### src/ifepb_cfg.svh
// register map, field layout and reset values of the interrupt bank
// assumes nothing beyond a 32-bit apb data path
`ifndef IFEPB_CFG_SVH
`define IFEPB_CFG_SVH

`define IFEPB_ADDR_W 12
`define IFEPB_FLAG_OFF 12'h000
`define IFEPB_FLAG_SET_OFF 12'h004
`define IFEPB_FLAG_CLR_OFF 12'h008
`define IFEPB_EN_OFF 12'h010
`define IFEPB_PRIO_BASE 12'h020
`define IFEPB_PRIO_LAST 12'h03c
`define IFEPB_SEL_OFF 12'h040
`define IFEPB_WORD_RST 32'h00000000
`define IFEPB_PRIO_LSB 2
`define IFEPB_PRIO_W 3
`define IFEPB_SUB_W 2
`define IFEPB_LANE_W 8
`define IFEPB_SRC_PER_WORD 4
`define IFEPB_PRIO_OFF 3'h0

`endif

### src/ifepb_pkg.sv
// types shared by the interrupt bank modules
// assumes ifepb_cfg.svh is on the include path
`include "ifepb_cfg.svh"

package ifepb_pkg;
	typedef logic [`IFEPB_PRIO_W-1:0] ifepb_prio_t;
	typedef logic [`IFEPB_SUB_W-1:0] ifepb_sub_t;
	typedef enum logic [1:0] {
		IFEPB_IDLE,
		IFEPB_ACCESS
	} ifepb_apb_t;
endpackage : ifepb_pkg

### src/ifepb_select.sv
// picks the winning pending source by priority, subpriority, index
// assumes a packed priority and subpriority per source
`timescale 1ns/100ps
`default_nettype none

module ifepb_select
	import ifepb_pkg::*;
#(
	parameter int N = 32
) (
	input wire logic [N-1:0] pend, // flag and enable per source
	input wire logic [N*3-1:0] prio, // priority per source
	input wire logic [N*2-1:0] sub, // subpriority per source
	output logic valid, // some source presented
	output logic [4:0] idx, // winning source
	output logic [2:0] level, // winning priority
	output logic [1:0] level_sub // winning subpriority
);
	always_comb begin
		valid = 1'b0;
		idx = 5'h00;
		level = 3'h0;
		level_sub = 2'h0;
		for (int i = 0; i < N; i++) begin
			// zero priority never wins
			if (pend[i] && prio[i*3 +: 3] != 3'h0 && (!valid ||
				{prio[i*3 +: 3], sub[i*2 +: 2]} > {level, level_sub})) begin
				valid = 1'b1;
				idx = 5'(i);
				level = prio[i*3 +: 3];
				level_sub = sub[i*2 +: 2];
			end
		end
	end
endmodule : ifepb_select

`default_nettype wire

### src/ifepb_sync.sv
// two flip-flop synchroniser for a bank of request lines
// assumes inputs come from another clock domain or pins
`timescale 1ns/100ps
`default_nettype none

module ifepb_sync #(
	parameter int W = 32
) (
	input wire logic clock, // system clock
	input wire logic rst_b, // async reset, active low
	input wire logic [W-1:0] async, // raw request lines
	output logic [W-1:0] sync // synchronised lines
);
	logic [W-1:0] meta_ff;
	logic [W-1:0] sync_ff;

	always_ff @(posedge clock or negedge rst_b) begin
		if (!rst_b) begin
			meta_ff <= '0;
			sync_ff <= '0;
		end else begin
			meta_ff <= async;
			sync_ff <= meta_ff;
		end
	end
	assign sync = sync_ff;
endmodule : ifepb_sync

`default_nettype wire

### src/irq_flag_enable_priority_bank.sv
// interrupt flag, enable and priority bank behind an apb slave
// assumes one 10 MHz clock; request lines may come from pins
//
// The APB interface to the registers and the placing of the registers were decided locally.
`timescale 1ns/100ps
`default_nettype none

module irq_flag_enable_priority_bank
	import ifepb_pkg::*;
#(
	parameter int NSRC = 32
) (
	input wire logic clock, // system clock, 10 MHz
	input wire logic rst_b, // async reset, active low
	input wire logic [NSRC-1:0] srcReq, // peripheral request lines
	input wire logic psel, // apb select
	input wire logic penable, // apb enable
	input wire logic pwrite, // apb direction
	input wire logic [`IFEPB_ADDR_W-1:0] paddr, // apb byte address
	input wire logic [31:0] pwdata, // apb write data
	input wire logic [3:0] pstrb, // apb byte strobes
	output logic [31:0] prdata, // apb read data
	output logic pready, // apb ready
	output logic pslverr, // apb error, unmapped address or write to the winner word
	output logic irqValid, // a source is presented to the core
	output logic [4:0] irqIndex, // presented source
	output logic [2:0] irqLevel, // its priority
	output logic [1:0] irqSubLevel // its subpriority
);
	localparam int NPW = NSRC / `IFEPB_SRC_PER_WORD;

	logic [NSRC-1:0] reqSync;
	logic [NSRC-1:0] reqPrev_ff, nxt_reqPrev;
	logic [NSRC-1:0] flag_ff, nxt_flag;
	logic [NSRC-1:0] enable_ff, nxt_enable;
	logic [31:0] prio_ff [NPW];
	logic [31:0] nxt_prio [NPW];
	logic [31:0] rdata_ff, nxt_rdata;
	logic err_ff, nxt_err;
	ifepb_apb_t state_ff, nxt_state;
	logic irqValid_ff, nxt_irqValid;
	logic [4:0] irqIndex_ff, nxt_irqIndex;
	logic [2:0] irqLevel_ff, nxt_irqLevel;
	logic [1:0] irqSub_ff, nxt_irqSub;
	logic [NSRC*3-1:0] prioVec;
	logic [NSRC*2-1:0] subVec;
	logic selValid;
	logic [4:0] selIdx;
	logic [2:0] selLevel;
	logic [1:0] selSub;
	logic setup, wrEn, rdEn;
	logic [31:0] wmask;

	// byte strobes to a bit mask
	function automatic logic [31:0] lane_mask(input logic [3:0] s);
		logic [31:0] m;
		m = '0;
		for (int b = 0; b < 4; b++) begin
			m[b*8 +: 8] = {8{s[b]}};
		end
		return m;
	endfunction : lane_mask

	// keeps only the implemented five bits of each lane
	function automatic logic [31:0] prio_keep(input logic [31:0] v);
		logic [31:0] r;
		r = '0;
		for (int b = 0; b < `IFEPB_SRC_PER_WORD; b++) begin
			r[b*`IFEPB_LANE_W +: 5] = v[b*`IFEPB_LANE_W +: 5];
		end
		return r;
	endfunction : prio_keep

	// address hits a priority word
	function automatic logic is_prio(input logic [`IFEPB_ADDR_W-1:0] a);
		return a >= `IFEPB_PRIO_BASE && a <= `IFEPB_PRIO_LAST &&
			a[1:0] == 2'h0;
	endfunction : is_prio

	ifepb_sync #(.W(NSRC)) u_sync (
		.clock(clock),
		.rst_b(rst_b),
		.async(srcReq),
		.sync(reqSync)
	);

	// flatten priority words into per-source fields
	generate
		for (genvar s = 0; s < NSRC; s++) begin : g_fields
			localparam int LANE = (s % `IFEPB_SRC_PER_WORD) * `IFEPB_LANE_W;
			assign prioVec[s*3 +: 3] =
				prio_ff[s / `IFEPB_SRC_PER_WORD][LANE+`IFEPB_PRIO_LSB +: 3];
			assign subVec[s*2 +: 2] =
				prio_ff[s / `IFEPB_SRC_PER_WORD][LANE +: 2];
		end
	endgenerate

	ifepb_select #(.N(NSRC)) u_select (
		.pend(flag_ff & enable_ff),
		.prio(prioVec),
		.sub(subVec),
		.valid(selValid),
		.idx(selIdx),
		.level(selLevel),
		.level_sub(selSub)
	);

	assign setup = psel && !penable;
	assign wrEn = psel && penable && pwrite && state_ff == IFEPB_ACCESS;
	assign rdEn = setup && !pwrite;
	assign wmask = lane_mask(pstrb);

	// apb phase tracking: zero wait states
	always_comb begin
		nxt_state = state_ff;
		unique case (state_ff)
			IFEPB_IDLE: begin
				if (setup) begin
					nxt_state = IFEPB_ACCESS;
				end
			end
			IFEPB_ACCESS: begin
				nxt_state = setup ? IFEPB_ACCESS : IFEPB_IDLE;
			end
		endcase
	end

	// flags: rising request sets, set beats software clear
	always_comb begin
		nxt_reqPrev = reqSync;
		nxt_flag = flag_ff;
		if (wrEn) begin
			unique case (paddr)
				`IFEPB_FLAG_OFF: nxt_flag = (flag_ff & ~wmask) |
					(pwdata & wmask);
				`IFEPB_FLAG_SET_OFF: nxt_flag = flag_ff | (pwdata & wmask);
				`IFEPB_FLAG_CLR_OFF: nxt_flag = flag_ff & ~(pwdata & wmask);
				default: nxt_flag = flag_ff;
			endcase
		end
		nxt_flag = nxt_flag | (reqSync & ~reqPrev_ff);
	end

	// enables and priority words
	always_comb begin
		nxt_enable = enable_ff;
		for (int w = 0; w < NPW; w++) begin
			nxt_prio[w] = prio_ff[w];
		end
		if (wrEn && paddr == `IFEPB_EN_OFF) begin
			nxt_enable = (enable_ff & ~wmask) | (pwdata & wmask);
		end
		for (int w = 0; w < NPW; w++) begin
			if (wrEn && paddr == `IFEPB_PRIO_BASE + `IFEPB_ADDR_W'(w*4)) begin
				nxt_prio[w] = prio_keep((prio_ff[w] & ~wmask) |
					(pwdata & wmask));
			end
		end
	end

	// read data and error captured in setup, shown in access
	always_comb begin
		nxt_rdata = rdata_ff;
		nxt_err = err_ff;
		if (setup) begin
			nxt_rdata = 32'h00000000;
			nxt_err = 1'b0;
			if (paddr == `IFEPB_FLAG_OFF || paddr == `IFEPB_FLAG_SET_OFF ||
				paddr == `IFEPB_FLAG_CLR_OFF) begin
				nxt_rdata = rdEn ? flag_ff : 32'h00000000;
			end else if (paddr == `IFEPB_EN_OFF) begin
				nxt_rdata = rdEn ? enable_ff : 32'h00000000;
			end else if (is_prio(paddr)) begin
				// base sits on a 32-byte boundary, so bits 4..2 pick the word
				nxt_rdata = rdEn ? prio_keep(prio_ff[paddr[4:2]]) :
					32'h00000000;
			end else if (paddr == `IFEPB_SEL_OFF) begin
				nxt_rdata = rdEn ? {21'h000000, irqValid_ff, irqLevel_ff,
					irqSub_ff, irqIndex_ff} : 32'h00000000;
				nxt_err = pwrite;
			end else begin
				nxt_err = 1'b1;
			end
		end
	end

	// registered winner toward the core
	always_comb begin
		nxt_irqValid = selValid;
		nxt_irqIndex = selValid ? selIdx : 5'h00;
		nxt_irqLevel = selValid ? selLevel : `IFEPB_PRIO_OFF;
		nxt_irqSub = selValid ? selSub : 2'h0;
	end

	always_ff @(posedge clock or negedge rst_b) begin
		if (!rst_b) begin
			state_ff <= IFEPB_IDLE;
			reqPrev_ff <= '0;
			flag_ff <= '0;
			enable_ff <= '0;
			for (int w = 0; w < NPW; w++) begin
				prio_ff[w] <= `IFEPB_WORD_RST;
			end
			rdata_ff <= `IFEPB_WORD_RST;
			err_ff <= 1'b0;
			irqValid_ff <= 1'b0;
			irqIndex_ff <= 5'h00;
			irqLevel_ff <= 3'h0;
			irqSub_ff <= 2'h0;
		end else begin
			state_ff <= nxt_state;
			reqPrev_ff <= nxt_reqPrev;
			flag_ff <= nxt_flag;
			enable_ff <= nxt_enable;
			for (int w = 0; w < NPW; w++) begin
				prio_ff[w] <= nxt_prio[w];
			end
			rdata_ff <= nxt_rdata;
			err_ff <= nxt_err;
			irqValid_ff <= nxt_irqValid;
			irqIndex_ff <= nxt_irqIndex;
			irqLevel_ff <= nxt_irqLevel;
			irqSub_ff <= nxt_irqSub;
		end
	end

	assign pready = psel && penable;
	assign prdata = rdata_ff;
	assign pslverr = psel && penable && err_ff;
	assign irqValid = irqValid_ff;
	assign irqIndex = irqIndex_ff;
	assign irqLevel = irqLevel_ff;
	assign irqSubLevel = irqSub_ff;
endmodule : irq_flag_enable_priority_bank

`default_nettype wire

### config.mk
export PLATFORM = sky130hd
export DESIGN_NAME = irq_flag_enable_priority_bank
export DESIGN_NICKNAME = d
export VERILOG_FILES = /design/src/ifepb_pkg.sv /design/src/ifepb_select.sv /design/src/ifepb_sync.sv /design/src/irq_flag_enable_priority_bank.sv
export VERILOG_INCLUDE_DIRS = /design/src /design/src/src
export SDC_FILE = /design/constraint.sdc
export NUM_CORES = 1
export LEC_CHECK = 0
export ABC_AREA = 0
export BUFFER_PORTS_ARGS = -buffer_cell sky130_fd_sc_hd__buf_2
export CORE_MARGIN = 10
export CORE_UTILIZATION = 39
export CTS_BUF_LIST = sky130_fd_sc_hd__clkbuf_4 sky130_fd_sc_hd__clkbuf_8
export DETAILED_ROUTE_END_ITERATION = 7
export GPL_ROUTABILITY_DRIVEN = 0
export PLACE_DENSITY = 0.57
export SETUP_SLACK_MARGIN = 0.3
export SLEW_MARGIN = 20
export SYNTH_ARGS = -nofsm -noshare
export SYNTH_HDL_FRONTEND = slang
export SYNTH_HIERARCHICAL = 1
export SYNTH_SLANG_ARGS = --single-unit
### constraint.sdc
create_clock -name clock -period 74.7 [get_ports clock]
set_input_delay 7.47 -clock clock [delete_from_list [all_inputs] [get_ports clock]]
set_output_delay 7.47 -clock clock [all_outputs]
set_load 0.005 [all_outputs]
==> After elaboration in Yosys (flattened, before gate mapping) <==
Cells that the tools add are included.
{ "word_totals": {"register_bits": 366, "inputBits": 85, "wordCells": 429} }
{ "classes": {"n_lt_le_gt_ge": 34, "n_eq_ne": 14, "n_mux": 150, "n_bitwise": 30, "n_reduce_logical": 181} }
{ "ops": {"columns": ["cell", "count"], "rows": [
  ["AND 29 bit", 8],
  ["OR 29 bit", 8],
  ["AND 32 bit", 6],
  ["2-to-1 mux 32 bit", 5],
  ["greater-than comparator 5 bit", 31],
  ["OR 32 bit", 4],
  ["2-to-1 mux 29 bit", 4],
  ["2-to-1 mux 3 bit", 37],
  ["binary-select mux 32 bit (select 3 bit)", 1],
  ["== test 12 x 6 -> 1 bit (second input constant)", 8],
  ["NOT 32 bit", 3],
  ["one-hot mux 32 bit (3 select lines)", 1],
  ["nonzero test 3 bit", 32],
  ["2-to-1 mux 5 bit", 17],
  ["logical AND 1 bit", 80],
  ["2-to-1 mux 2 bit", 36],
  ["2-to-1 mux 1 bit", 38],
  ["logical NOT 1 bit", 33],
  ["logical OR 1 bit", 33],
  ["2-to-1 mux 4 bit", 8],
  ["2-to-1 mux 11 bit", 2],
  ["== test 12 x 3 -> 1 bit (second input constant)", 1],
  ["== test 12 x 4 -> 1 bit (second input constant)", 1],
  ["== test 12 x 5 -> 1 bit (second input constant)", 1],
  ["10 further kinds", 11]
]} }

==> Longest topological paths before layout <==
Gate-level depths: netlist of the first run.
{ "logic_depth": {"word_depth": 128, "mapped_depth": 329} }

==> Modules after synthesis <==
The synthesis of the first run kept the hierarchy.
{ "modules_own_cells": {"columns": ["mod", "n_inst", "cells_per_inst", "area_each_um2", "seq_area_each_um2"], "rows": [
  ["irq_flag_enable_priority_bank", 1, 1204, 14380.0, 7532.2],
  ["ifepb_select", 1, 1276, 8873.5, 0.0],
  ["ifepb_sync", 1, 64, 1601.5, 1601.5]
]} }

==> Least setup slack after synthesis of the first run <==
OpenSTA, ideal clock, no wires.
{ "synth_timing": {"kind": "flip-flop to flip-flop", "from": "register with a tool-made name", "to": "register irqIndex_ff[2], in the netlist irqIndex[2]", "t_arrival_ps": 55409, "path_slack_ps": 19172, "path_stages_with_launch": 294, "n_path_buf": 6, "cell_sequence": "dfrtp_1 -> o31a_2 -> nand2_1 -> ha_1 -> nor2b_1 -> o21ai_0 -> a32oi_1 -> o21ai_1 -> mux2i_1 -> inv_1 -> ha_1 -> and3_1 -> a32o_1 -> a21o_1 -> buf_6 -> mux2_2 -> ha_1 -> nand3_1 -> [258 not listed] -> inv_1 -> o22ai_1 -> a21oi_1 -> clkbuf_1 -> a21oi_1 -> a21bo_1 -> ha_1 -> nor2b_1 -> o21a_1 -> o21ai_0 -> nand2b_1 -> a21oi_1 -> a31oi_1 -> nor2_1 -> nor2_1 -> or2_2 -> or4_1 -> and2_1"} }
{ "synth_rtl": {"columns": ["item", "line_no", "rtl"], "rows": [
  ["to (signal assigned)", "irq_flag_enable_priority_bank.sv:221", "irqIndex_ff <= nxt_irqIndex;"],
  ["to (decl)", "irq_flag_enable_priority_bank.sv:42", "logic [4:0] irqIndex_ff, nxt_irqIndex;"]
]} }

==> Final worst setup path of the first run <==
{ "layout_timing": {"from": "register flag_ff[0]", "to": "register irqIndex_ff[3], in the netlist irqIndex[3]"} }
{ "layout_between": {"elab_chain_cells": 128, "word_cells_on_any_way": 245} }
{ "layout_rtl": {"columns": ["item", "line_no", "rtl"], "rows": [
  ["from (decl)", "irq_flag_enable_priority_bank.sv:34", "logic [NSRC-1:0] flag_ff, nxt_flag;"],
  ["from (signal assigned)", "irq_flag_enable_priority_bank.sv:213", "flag_ff <= nxt_flag;"],
  ["AND 32 bit *", "irq_flag_enable_priority_bank.sv:99", ".pend(flag_ff & enable_ff),"],
  ["logical AND 1 bit *", "ifepb_select.sv:26", "if (pend[i] && prio[i*3 +: 3] != 3'h0 && (!valid ||"],
  ["2-to-1 mux 2 bit (tied with other cells)", "ifepb_select.sv:26", null],
  ["greater-than comparator 5 bit or logical NOT 1 bit (tied branches)", "ifepb_select.sv:27, ifepb_select.sv:26", null],
  ["logical OR 1 bit", "ifepb_select.sv:26", null],
  ["logical AND 1 bit", "ifepb_select.sv:26", null],
  ["2-to-1 mux 2 bit (tied with other cells)", "ifepb_select.sv:26", null],
  ["greater-than comparator 5 bit or logical NOT 1 bit (tied branches)", "ifepb_select.sv:27, ifepb_select.sv:26", null],
  ["[114 not listed]", null, null],
  ["2-to-1 mux 2 bit (tied with other cells)", "ifepb_select.sv:26", null],
  ["greater-than comparator 5 bit or logical NOT 1 bit (tied branches)", "ifepb_select.sv:27, ifepb_select.sv:26", null],
  ["logical OR 1 bit", "ifepb_select.sv:26", null],
  ["logical AND 1 bit", "ifepb_select.sv:26", null],
  ["2-to-1 mux 5 bit *", "ifepb_select.sv:26", null],
  ["named net selIdx[3]", "irq_flag_enable_priority_bank.sv:48", "logic [4:0] selIdx;"],
  ["2-to-1 mux 5 bit *", "irq_flag_enable_priority_bank.sv:190", "nxt_irqIndex = selValid ? selIdx : 5'h00;"],
  ["named net nxt_irqIndex[3]", "irq_flag_enable_priority_bank.sv:42", null]
]} }
The timed path passes the listed nets; every way through them passes the cells marked *.
A chain may end at the register's enable or synchronous reset.

==> flow_summary.ini, run 1 <==
[clock_network]
clk_pin_slew_ns = 0.06
postCtsHoldBufs = 0
cts_buffer_depth = 3
ctsResizeCount = 0
cts_sinks = 365
cts_tree = done
cts_buffers = 58
clock_latency_ns = 0.64
cts-root-buf = clkbuf_8
h-tree-depth = 2
cts_setup_buffers = 0

[die]
boundaryPins = 130
rows = 92
die_width_um = 272.5
initial_core_util_pct = 39.40
coreArea_um2 = 63080
die-area_um2 = 74230
die_y_um = 272.5

[timing]
rsz0062_at_grt = no
relSlewSlack_pct = 26.07
setup_viol = 0
worst_slew_pin_slew_ns = 1.109
fin_setup_tns_ns = 0
finalMaxSlewViolations = 0
period_share_pct = 86.80
holdWs_ns = 0.3469
final.setup.worst_slack_ns = 9.859
hold_viol_final = 0
max_freq_mhz = 15.42
period_needed_ns = 64.84
skew_ns = 0.03247

[logic_synthesis]
yosysSeqAreaShare_pct = 36.75
netlist_area_um2 = 24860
synth_area_per_cell_um2 = 9.770
synth_seq_cells = 365
synth_fp_nets = 2761
synth_edf_count = 0
syn_inst = 2544
yosysWarnings = 6
ys.flop_type = dfrtp_1
yosysUniqueCellTypes = 125
synthArstFlopShare_pct = 100.0

[detailed_routing]
drt_wl_total_um = 87030
drt_first_iter_violations = 1867
drc = 0
vias_per_cell = 6.042
wire_per_inst_um = 24.60
ant_nets = 0
drtPass1Iterations = 7
num_vias = 21377

[worst_setup_path]
path_class = reg -> reg
reg2reg_slack_ns = 9.86
cp-end-kind = flip-flop
crit_path_start_kind = flip-flop
critPathRequiredTime_ns = 75.21
crit_top_cell = ha_1
critical_path.max_fanout = 12
arrival_ns = 65.35
slowest_delay_ns = 0.87
critical-path-slowest-cell = o311ai_1

[placement]
place_area_um2 = 26220
place_hpwl_um = 67940
preCtsSetupSlack_ns = 11.25
io_buffers = 129

[grt]
first_global_vias = 20936
grt_max_degree = 128
grt_usage_pct = 22.62
grt_pass1_wl_um = 130800
antenna_found_initial = 4
grt_overflow = 0

[power_and_ir_drop]
p_comb_share_pct = 5.3
internal_power_mw = 0.3091
power_frac_seq_pct = 49.3
peakVddDrop_mv = 0.01491
clkPwrFrac_pct = 45.4
power_switching_share_pct = 24.37
power.leakage_nw = 12.74
power_density_nw_per_um2 = 14.87
p_sw_mw = 0.09960

[layout]
layout-drive-gt1-share_pct = 22.00
syn_to_final_growth_pct = 10.63
fin_util_pct = 43.59
fin_nets = 2865
fin_area_um2 = 27500
fill_cells = 6180

[hold_path]
min_path_type = reg -> reg

[outcome]
status = finished, final reports clean

[job]
drv_cap = 0
synthesized netlist by cell type, types with 17 or more instances:
cell,instances,area share [%]
o21ai_0,130,2.6
nor2_1,134,2.0
clkbuf_1,67,1.0
nand3_1,70,1.4
a22oi_1,23,0.69
mux2_2,236,11
nand2b_1,20,0.50
inv_1,167,2.5
and2_1,65,1.6
a2111oi_0,29,1.0
mux2i_1,84,3.4
o31ai_1,29,0.88
dfrtp_1,365,37
buf_2,18,0.36
o211ai_1,30,0.91
ha_1,132,6.6
a21o_1,23,0.69
nor3_1,29,0.58
a32oi_1,19,0.67
o21a_1,17,0.51
nor2b_1,63,1.6
a21oi_1,102,2.1
a31oi_1,45,1.1
o31a_1,23,0.81
and3_1,44,1.1
nand2_1,183,2.8
nand4_1,30,0.76
path summary, 6_finish.rpt:
path / startpoint / end / depth (start not counted)
setup / recovery: flag_ff[0] / irqIndex[3] / 303
hold / removal: u_sync/meta_ff[11] / u_sync/sync[11] / 0
setup reg to reg: flag_ff[0] / irqIndex[3] / 303
hold reg to reg: u_sync/meta_ff[11] / u_sync/sync[11] / 0
max in group asynchronous: rst_b / async pin / 3
min in group asynchronous: rst_b / flag_ff[17] / 1
power groups by stage:
stage          registers [mW]  logic [mW]  clock network, mW
2_1_floorplan           0.205     0.00957                  0
3_3_place_gp            0.205      0.0213                  0
3_5_place_dp            0.205      0.0214                  0
4_1_cts                 0.202      0.0215              0.188
5_1_grt                 0.202      0.0232              0.197
6_report                0.202      0.0215              0.186
critical path: cells and delay by family (launching register included):
family | cells | cell delay [ns]
multiplexers | 18 | 6.25
flip-flops | 1 | 0.37
AO/OA/AOI/OAI | 145 | 32.85
buffers and inverters | 25 | 1.84
AND/OR/NAND/NOR | 82 | 13.89
adder cells (fa/ha/maj) | 33 | 9.45
layout make-up:
class | instances | area (um2) | area share (%)
well taps | 846 | 1059 | 3.849
repair buffers | 151 | 830.8 | 3.021
clock inverters | 19 | 188.9 | 0.6871
multi-input cells | 1905 | 14580 | 53.03
inverters | 167 | 626.9 | 2.280
flip-flops and latches | 365 | 9134 | 33.22
diodes | 1 | 2.502 | 0.009100
clock buffers | 84 | 1075 | 3.909
per-layer routing:
layer  vias up  routed length [um]  track usage (%)
li1       9677                   -                -
met1     10625               36900            28.89
met2       894               40500            37.20
met3       173                5765            3.908
met4         8                3828            9.664
met5         -                  45                0
placed cells by master, fill, tap and decap left out, types with 29 or more instances in the layout:
| master | n |
|---|---|
| o21ai_0 | 130 |
| dfrtp_1 | 365 |
| mux2_2 | 236 |
| clkbuf_8 | 71 |
| and3_1 | 44 |
| nand3_1 | 70 |
| nor2b_1 | 63 |
| ha_1 | 132 |
| a31oi_1 | 45 |
| inv_1 | 167 |
| o211ai_1 | 30 |
| a2111oi_0 | 29 |
| buf_2 | 127 |
| and2_1 | 65 |
| nor3_1 | 29 |
| a21oi_1 | 102 |
| o31ai_1 | 29 |
| mux2i_1 | 84 |
| nor2_1 | 134 |
| nand2_1 | 183 |
| nand4_1 | 30 |
cell families (layout without fill, tap and decap cells):
logic type                 count (synthesis)  after routing  share of synthesized area, %
xor gates and xnor gates                  11             11                        0.3876
buffers and inverters                    274            421                         4.586
other                                      0              1                             0
adders and majority gates                136            136                         6.806
muxes                                    341            341                         15.69
DFF                                      365            365                         36.75
and+or+nand+nor                          751            751                         16.45
AOI/OAI and AO/OA                        666            666                         19.33
metrics by stage:
step / instances / power (mW)
CTS: 3536 / 0.4106
floorplan: 2544 / 0.2144
detailed placement: 3433 / 0.2266
finish: 3538 / 0.4088
global route: 3537 / 0.4220
global placement: 3433 / 0.2263
Note: power is estimated with default switching activity, not from simulation.
==> run 2: changes to the inputs <==
clock period = 82.5 ns   (was 74.7 ns; I/O delays follow)
==> flow_summary.ini, run 2 (synthesis gave the netlist of run 1 again) <==
[timing]
finalMaxSlewViolations = 0
max_freq_mhz = 15.43
worst_slew_pin_slew_ns = 1.070
fin_setup_tns_ns = 0
relSlewSlack_pct = 28.68
rsz0062_at_grt = no
hold_viol_final = 0
period_needed_ns = 64.81
setup_viol = 0
period_share_pct = 78.56
skew_ns = 0.03288

[placement]
place_area_um2 = 26220
place_hpwl_um = 68050
io_buffers = 129

[detailed_routing]
vias_per_cell = 6.085
ant_nets = 0
num_vias = 21509
drtPass1Iterations = 7
drt_wl_total_um = 88130
drc = 0
drt_first_iter_violations = 2059
wire_per_inst_um = 24.93

[outcome]
status = finished, final reports clean

[grt]
grt_max_degree = 189
grt_overflow = 0
grt_usage_pct = 22.92
antenna_found_initial = 1
grt_pass1_wl_um = 132300
first_global_vias = 21317

[worst_setup_path]
crit_path_start_kind = flip-flop
path_class = reg -> reg
r2r-start = flag_ff[0]
critical_path.max_fanout = 12
arrival_ns = 65.35
crit_top_cell = ha_1
critPathRequiredTime_ns = 83.03
slowest_delay_ns = 0.83
worst_r2r_path_depth = 300
crit_path_start = flag_ff[0]
cp-end-kind = flip-flop
critical-path-slowest-cell = o311ai_1

[layout]
final_cell_mix = 365 x dfrtp_1, 236 x mux2_2, 183 x nand2_1, 167 x inv_1, 134 x nor2_1
fin_area_um2 = 27540
layout_commonest_cell = dfrtp_1
seqCellArea_um2 = 9134
syn_to_final_growth_pct = 10.80
multi_input_area_um2 = 14580
diodes = 0
fill_cells = 6149
layout-drive-gt1-share_pct = 21.94
fin_nets = 2863

[clock_network]
cts_setup_buffers = 0
postCtsHoldBufs = 0
h-tree-depth = 2
cts_buffer_depth = 3
cts_sinks = 365
cts-root-buf = clkbuf_8
clk_pin_slew_ns = 0.07
ctsResizeCount = 0
cts_buffers = 57
cts_tree = done
clock_latency_ns = 0.65

[die]
die_width_um = 272.5
die-area_um2 = 74230
initial_core_util_pct = 39.40
coreArea_um2 = 63080
boundaryPins = 130
die_y_um = 272.5
rows = 92

[power_and_ir_drop]
power.leakage_nw = 12.76
power_density_nw_per_um2 = 13.52
peakVddDrop_mv = 0.01354

[job]
drv_cap = 0

[hold_path]
min_path_type = reg -> reg
min-delay-start = u_sync/meta_ff[25]
whs_path_depth = 0
[run 2: cell types whose count changed in the layout (fill, tap and decap cells not counted)]
cell       before  now
clkinv_2       12    7
buf_8           2    1
buf_16          0    1
buf_4          22   20
clkbuf_8       71   78
clkbuf_4       13   11
buf_12          0    1
diode_2         1    0
bufinv_16       3    2
[run 2: final timing paths]
kind                                    to  slack, ns
max in group asynchronous        async pin      73.33
min                        u_sync/sync[25]       0.34
max                            irqIndex[2]      17.69
min in group asynchronous      flag_ff[30]       7.69
max reg2reg                    irqIndex[2]      17.69
min reg2reg                u_sync/sync[25]       0.34
[run 2: per-stage QoR]
stage | hold slack (ns) | total power, mW | std cells | worst slack [ns] | util [%]
4_1_cts | 0.3412 | 0.3748 | 3534 | 18.95 | 43.61
6_report | 0.3432 | 0.3724 | 3535 | 17.69 | 43.66
3_5_place_dp | 0.3347 | 0.2052 | 3432 | 19.25 | 41.57
2_1_floorplan | 0.3312 | 0.1941 | 2544 | 26.97 | -
5_1_grt | 0.3538 | 0.3846 | 3535 | 11.85 | 43.66
3_3_place_gp | 0.3322 | 0.2049 | 3432 | 21.18 | 41.57
[run 2: power by group]
group,switching (mW),leakage (nW),internal (mW)
clock,0.0749,0.674,0.0953
sequential,0.000925,4.71,0.182
combinational,0.0145,7.38,0.00524
total,0.0903,12.8,0.282
[run 2: worst max-delay path, delay by kind of cell (launching register included)]
kind,cells,cell delay [ns]
compound gates,144,32.94
simple gates,82,13.72
fa+ha+maj,33,9.60
mux,18,6.28
buf+inv,23,1.67
flops,1,0.37
[run 2: routing by layer]
| layer | GRT usage [%] | vias to the layer above | share of wire, % |
|---|---|---|---|
| met3 | 4.338 | 181 | 7.1 |
| met1 | 29.11 | 10699 | 42 |
| met4 | 11.05 | 2 | 5.2 |
| met5 | 0 | - | 0.011 |
| li1 | - | 9669 | - |
| met2 | 37.03 | 958 | 46 |
[run 2: cell type report]
class	instances	share of cell area, %
clock buffer	89	4.198
clock inverter	13	0.4861
inverter	167	2.276
multi-input combinational	1905	52.95
sequential	365	33.17
tap	846	3.844
timing repair buffer	150	3.080
==> run 3: changes to the inputs <==
ABC_AREA = 1   (was 0)
PLACE_DENSITY = 0.59   (was 0.57)
clock period = 55.4 ns   (was 82.5 ns; I/O delays follow)
==> flow_summary.ini, run 3 <==
[layout]
multi_input_area_um2 = 12430
layout-drive-gt1-share_pct = 11.34
layout_commonest_cell = nand2_1
fill_cells = 6177
diodes = 0
fin_cells = 4246
seqCellArea_um2 = 9134
syn_to_final_growth_pct = 11.31
final_cell_mix = 1,253 x nand2_1, 365 x dfrtp_1, 361 x nand3_1, 333 x inv_1, 263 x o21ai_0
fin_nets = 3641

[die]
coreArea_um2 = 59240
die-area_um2 = 70200
die_width_um = 265.0
die_y_um = 265.0
rows = 89
boundaryPins = 130
initial_core_util_pct = 39.50

[logic_synthesis]
synth_area_per_cell_um2 = 7.052
synth_fp_nets = 3535
yosysMostFrequentCell = nand2_1
yosysTopAreaCellShare_pct = 39.03
yosysUniqueCellTypes = 42
synth_seq_cells = 365
synthTopCellsByArea = dfrtp_1 39%, nand2_1 20%, nand3_1 7.7%
syn_inst = 3318
synth_common_cells = 1,253 x nand2_1, 365 x dfrtp_1, 361 x nand3_1
synthArstFlopShare_pct = 100.0
yosysWarnings = 6
synth_edf_count = 0
ys.flop_type = dfrtp_1
netlist_area_um2 = 23400
yosysSeqAreaShare_pct = 39.03
synth_top_cell_by_area = dfrtp_1

[worst_setup_path]
cp-end-kind = flip-flop
path_class = reg -> reg
worst_r2r_path_depth = 298
slowest_delay_ns = 0.40
crit_path_start_kind = flip-flop
reg2reg_to = irqIndex[4]
critical_path.max_fanout = 14
crit_top_cell = nand2_1
r2r-start = flag_ff[0]
critPathRequiredTime_ns = 55.95
critPathCapture = irqIndex[4]
critical-path-slowest-cell = dfrtp_1
reg2reg_slack_ns = 15.32
crit_path_start = flag_ff[0]
arrival_ns = 40.63

[grt]
antenna_found_initial = 2
grt_pass1_wl_um = 124600
grt_overflow = 0
grt_usage_pct = 22.74
first_global_vias = 20470
grt_max_degree = 97

[power_and_ir_drop]
power_switching_share_pct = 24.44
power_frac_seq_pct = 46.7
power.leakage_nw = 14.32
power_density_nw_per_um2 = 22.34
internal_power_mw = 0.4396
p_sw_mw = 0.1422
p_comb_share_pct = 4.9
peakVddDrop_mv = 0.02448
clkPwrFrac_pct = 48.4

[timing]
final.setup.worst_slack_ns = 15.32
max_freq_mhz = 24.95
setup_viol = 0
hold_viol_final = 0
skew_ns = 0.02699
relSlewSlack_pct = 36.51
rsz0062_at_grt = no
fin_setup_tns_ns = 0
holdWs_ns = 0.3414
finalMaxSlewViolations = 0
period_share_pct = 72.35
period_needed_ns = 40.08
worst_slew_pin_slew_ns = 0.9523

[clock_network]
clk_pin_slew_ns = 0.07
clock_latency_ns = 0.66
postCtsHoldBufs = 0
h-tree-depth = 2
cts_sinks = 365
cts_buffers = 59
cts_setup_buffers = 0
ctsResizeCount = 0
cts-root-buf = clkbuf_8
cts_buffer_depth = 3
cts_tree = done

[placement]
place_hpwl_um = 61080
io_buffers = 129
dp.cells = 4136
preCtsSetupSlack_ns = 15.95

[detailed_routing]
drc = 0
vias_per_cell = 5.267
ant_nets = 0
num_vias = 22362
wire_per_inst_um = 19.33
drt_first_iter_violations = 2323
drt_wl_total_um = 82080
drtPass1Iterations = 6

[job]
drv_cap = 0

[hold_path]
whs_path_depth = 0
min_path_type = reg -> reg

[outcome]
status = finished, final reports clean
==> run 3: cell count changes in the layout (fill, tap and decap cells not counted), moves of 30 or more <==
cell and delta:
inv_1 +166, nand3_2 +30, nor2b_1 -63, mux2_2 -236, nand2_2 +43, a31oi_1 -43
nand2_1 +1070, a21oi_1 -32, and3_1 -43, o21ai_0 +133, nand3_1 +291, and2_1 -58
mux2i_1 -84
==> run 3: worst min-delay path by stage <==
stage | start | end | slack [ns]
4_1_cts | u_sync/meta_ff[24] | u_sync/sync[24] | 0.35
6_report | u_sync/meta_ff[4] | u_sync/sync[4] | 0.34
3_3_place_gp | u_sync/meta_ff[12] | u_sync/sync[12] | 0.33
2_1_floorplan | u_sync/meta_ff[0] | u_sync/sync[0] | 0.33
5_1_grt | u_sync/meta_ff[21] | u_sync/sync[21] | 0.35
3_5_place_dp | u_sync/meta_ff[3] | u_sync/sync[3] | 0.33
==> run 3: cells by family after synthesis <==
| group | Yosys count | synth area share, % |
|---|---|---|
| AOI/OAI and AO/OA | 443 | 10.44 |
| adders and majority gates | 132 | 7.058 |
| buffers and inverters | 446 | 7.892 |
| DFF | 365 | 39.03 |
| and+or+nand+nor | 1932 | 35.58 |
==> run 3: area by class of cell <==
| cell class | count | area share, % |
|---|---|---|
| timing repair buffer | 148 | 3.065 |
| tap | 773 | 3.713 |
| inverter | 343 | 4.943 |
| multi-input combinational | 2507 | 47.74 |
| sequential | 365 | 35.07 |
| clock inverter | 19 | 1.100 |
| clock buffer | 91 | 4.376 |
==> run 3: power groups by stage <==
| stage | registers [mW] | clock network (mW) | logic [mW] |
|---|---|---|---|
| floorplan | 0.276 | 0 | 0.0113 |
| global placement | 0.276 | 0 | 0.0285 |
| detailed placement | 0.276 | 0 | 0.0285 |
| CTS | 0.272 | 0.286 | 0.0285 |
| global route | 0.272 | 0.297 | 0.0310 |
| finish | 0.271 | 0.282 | 0.0286 |
==> run 3: layer usage <==
layer,track usage [%],routed length [um],vias up
li1,-,-,10965
met1,30.78,36030,10370
met2,36.20,36480,908
met3,5.250,7501,115
met4,5.529,2039,4
met5,0,21,-
==> run 3: per-stage QoR <==
step,power [mW],cell area (um2),utilization (%)
floorplan,0.2874,23400,-
global placement,0.3048,24620,41.56
detailed placement,0.3049,24620,41.56
CTS,0.5857,26050,43.97
global route,0.5995,26050,43.97
finish,0.5819,26050,43.97
==> run 3: worst max-delay path, delay by kind of cell (launching register included) <==
family / cells / cell delay (ns)
adders and majority gates: 31 / 9.86
DFF: 1 / 0.40
and+or+nand+nor: 204 / 19.30
buffers and inverters: 11 / 1.03
AOI/OAI and AO/OA: 52 / 9.22
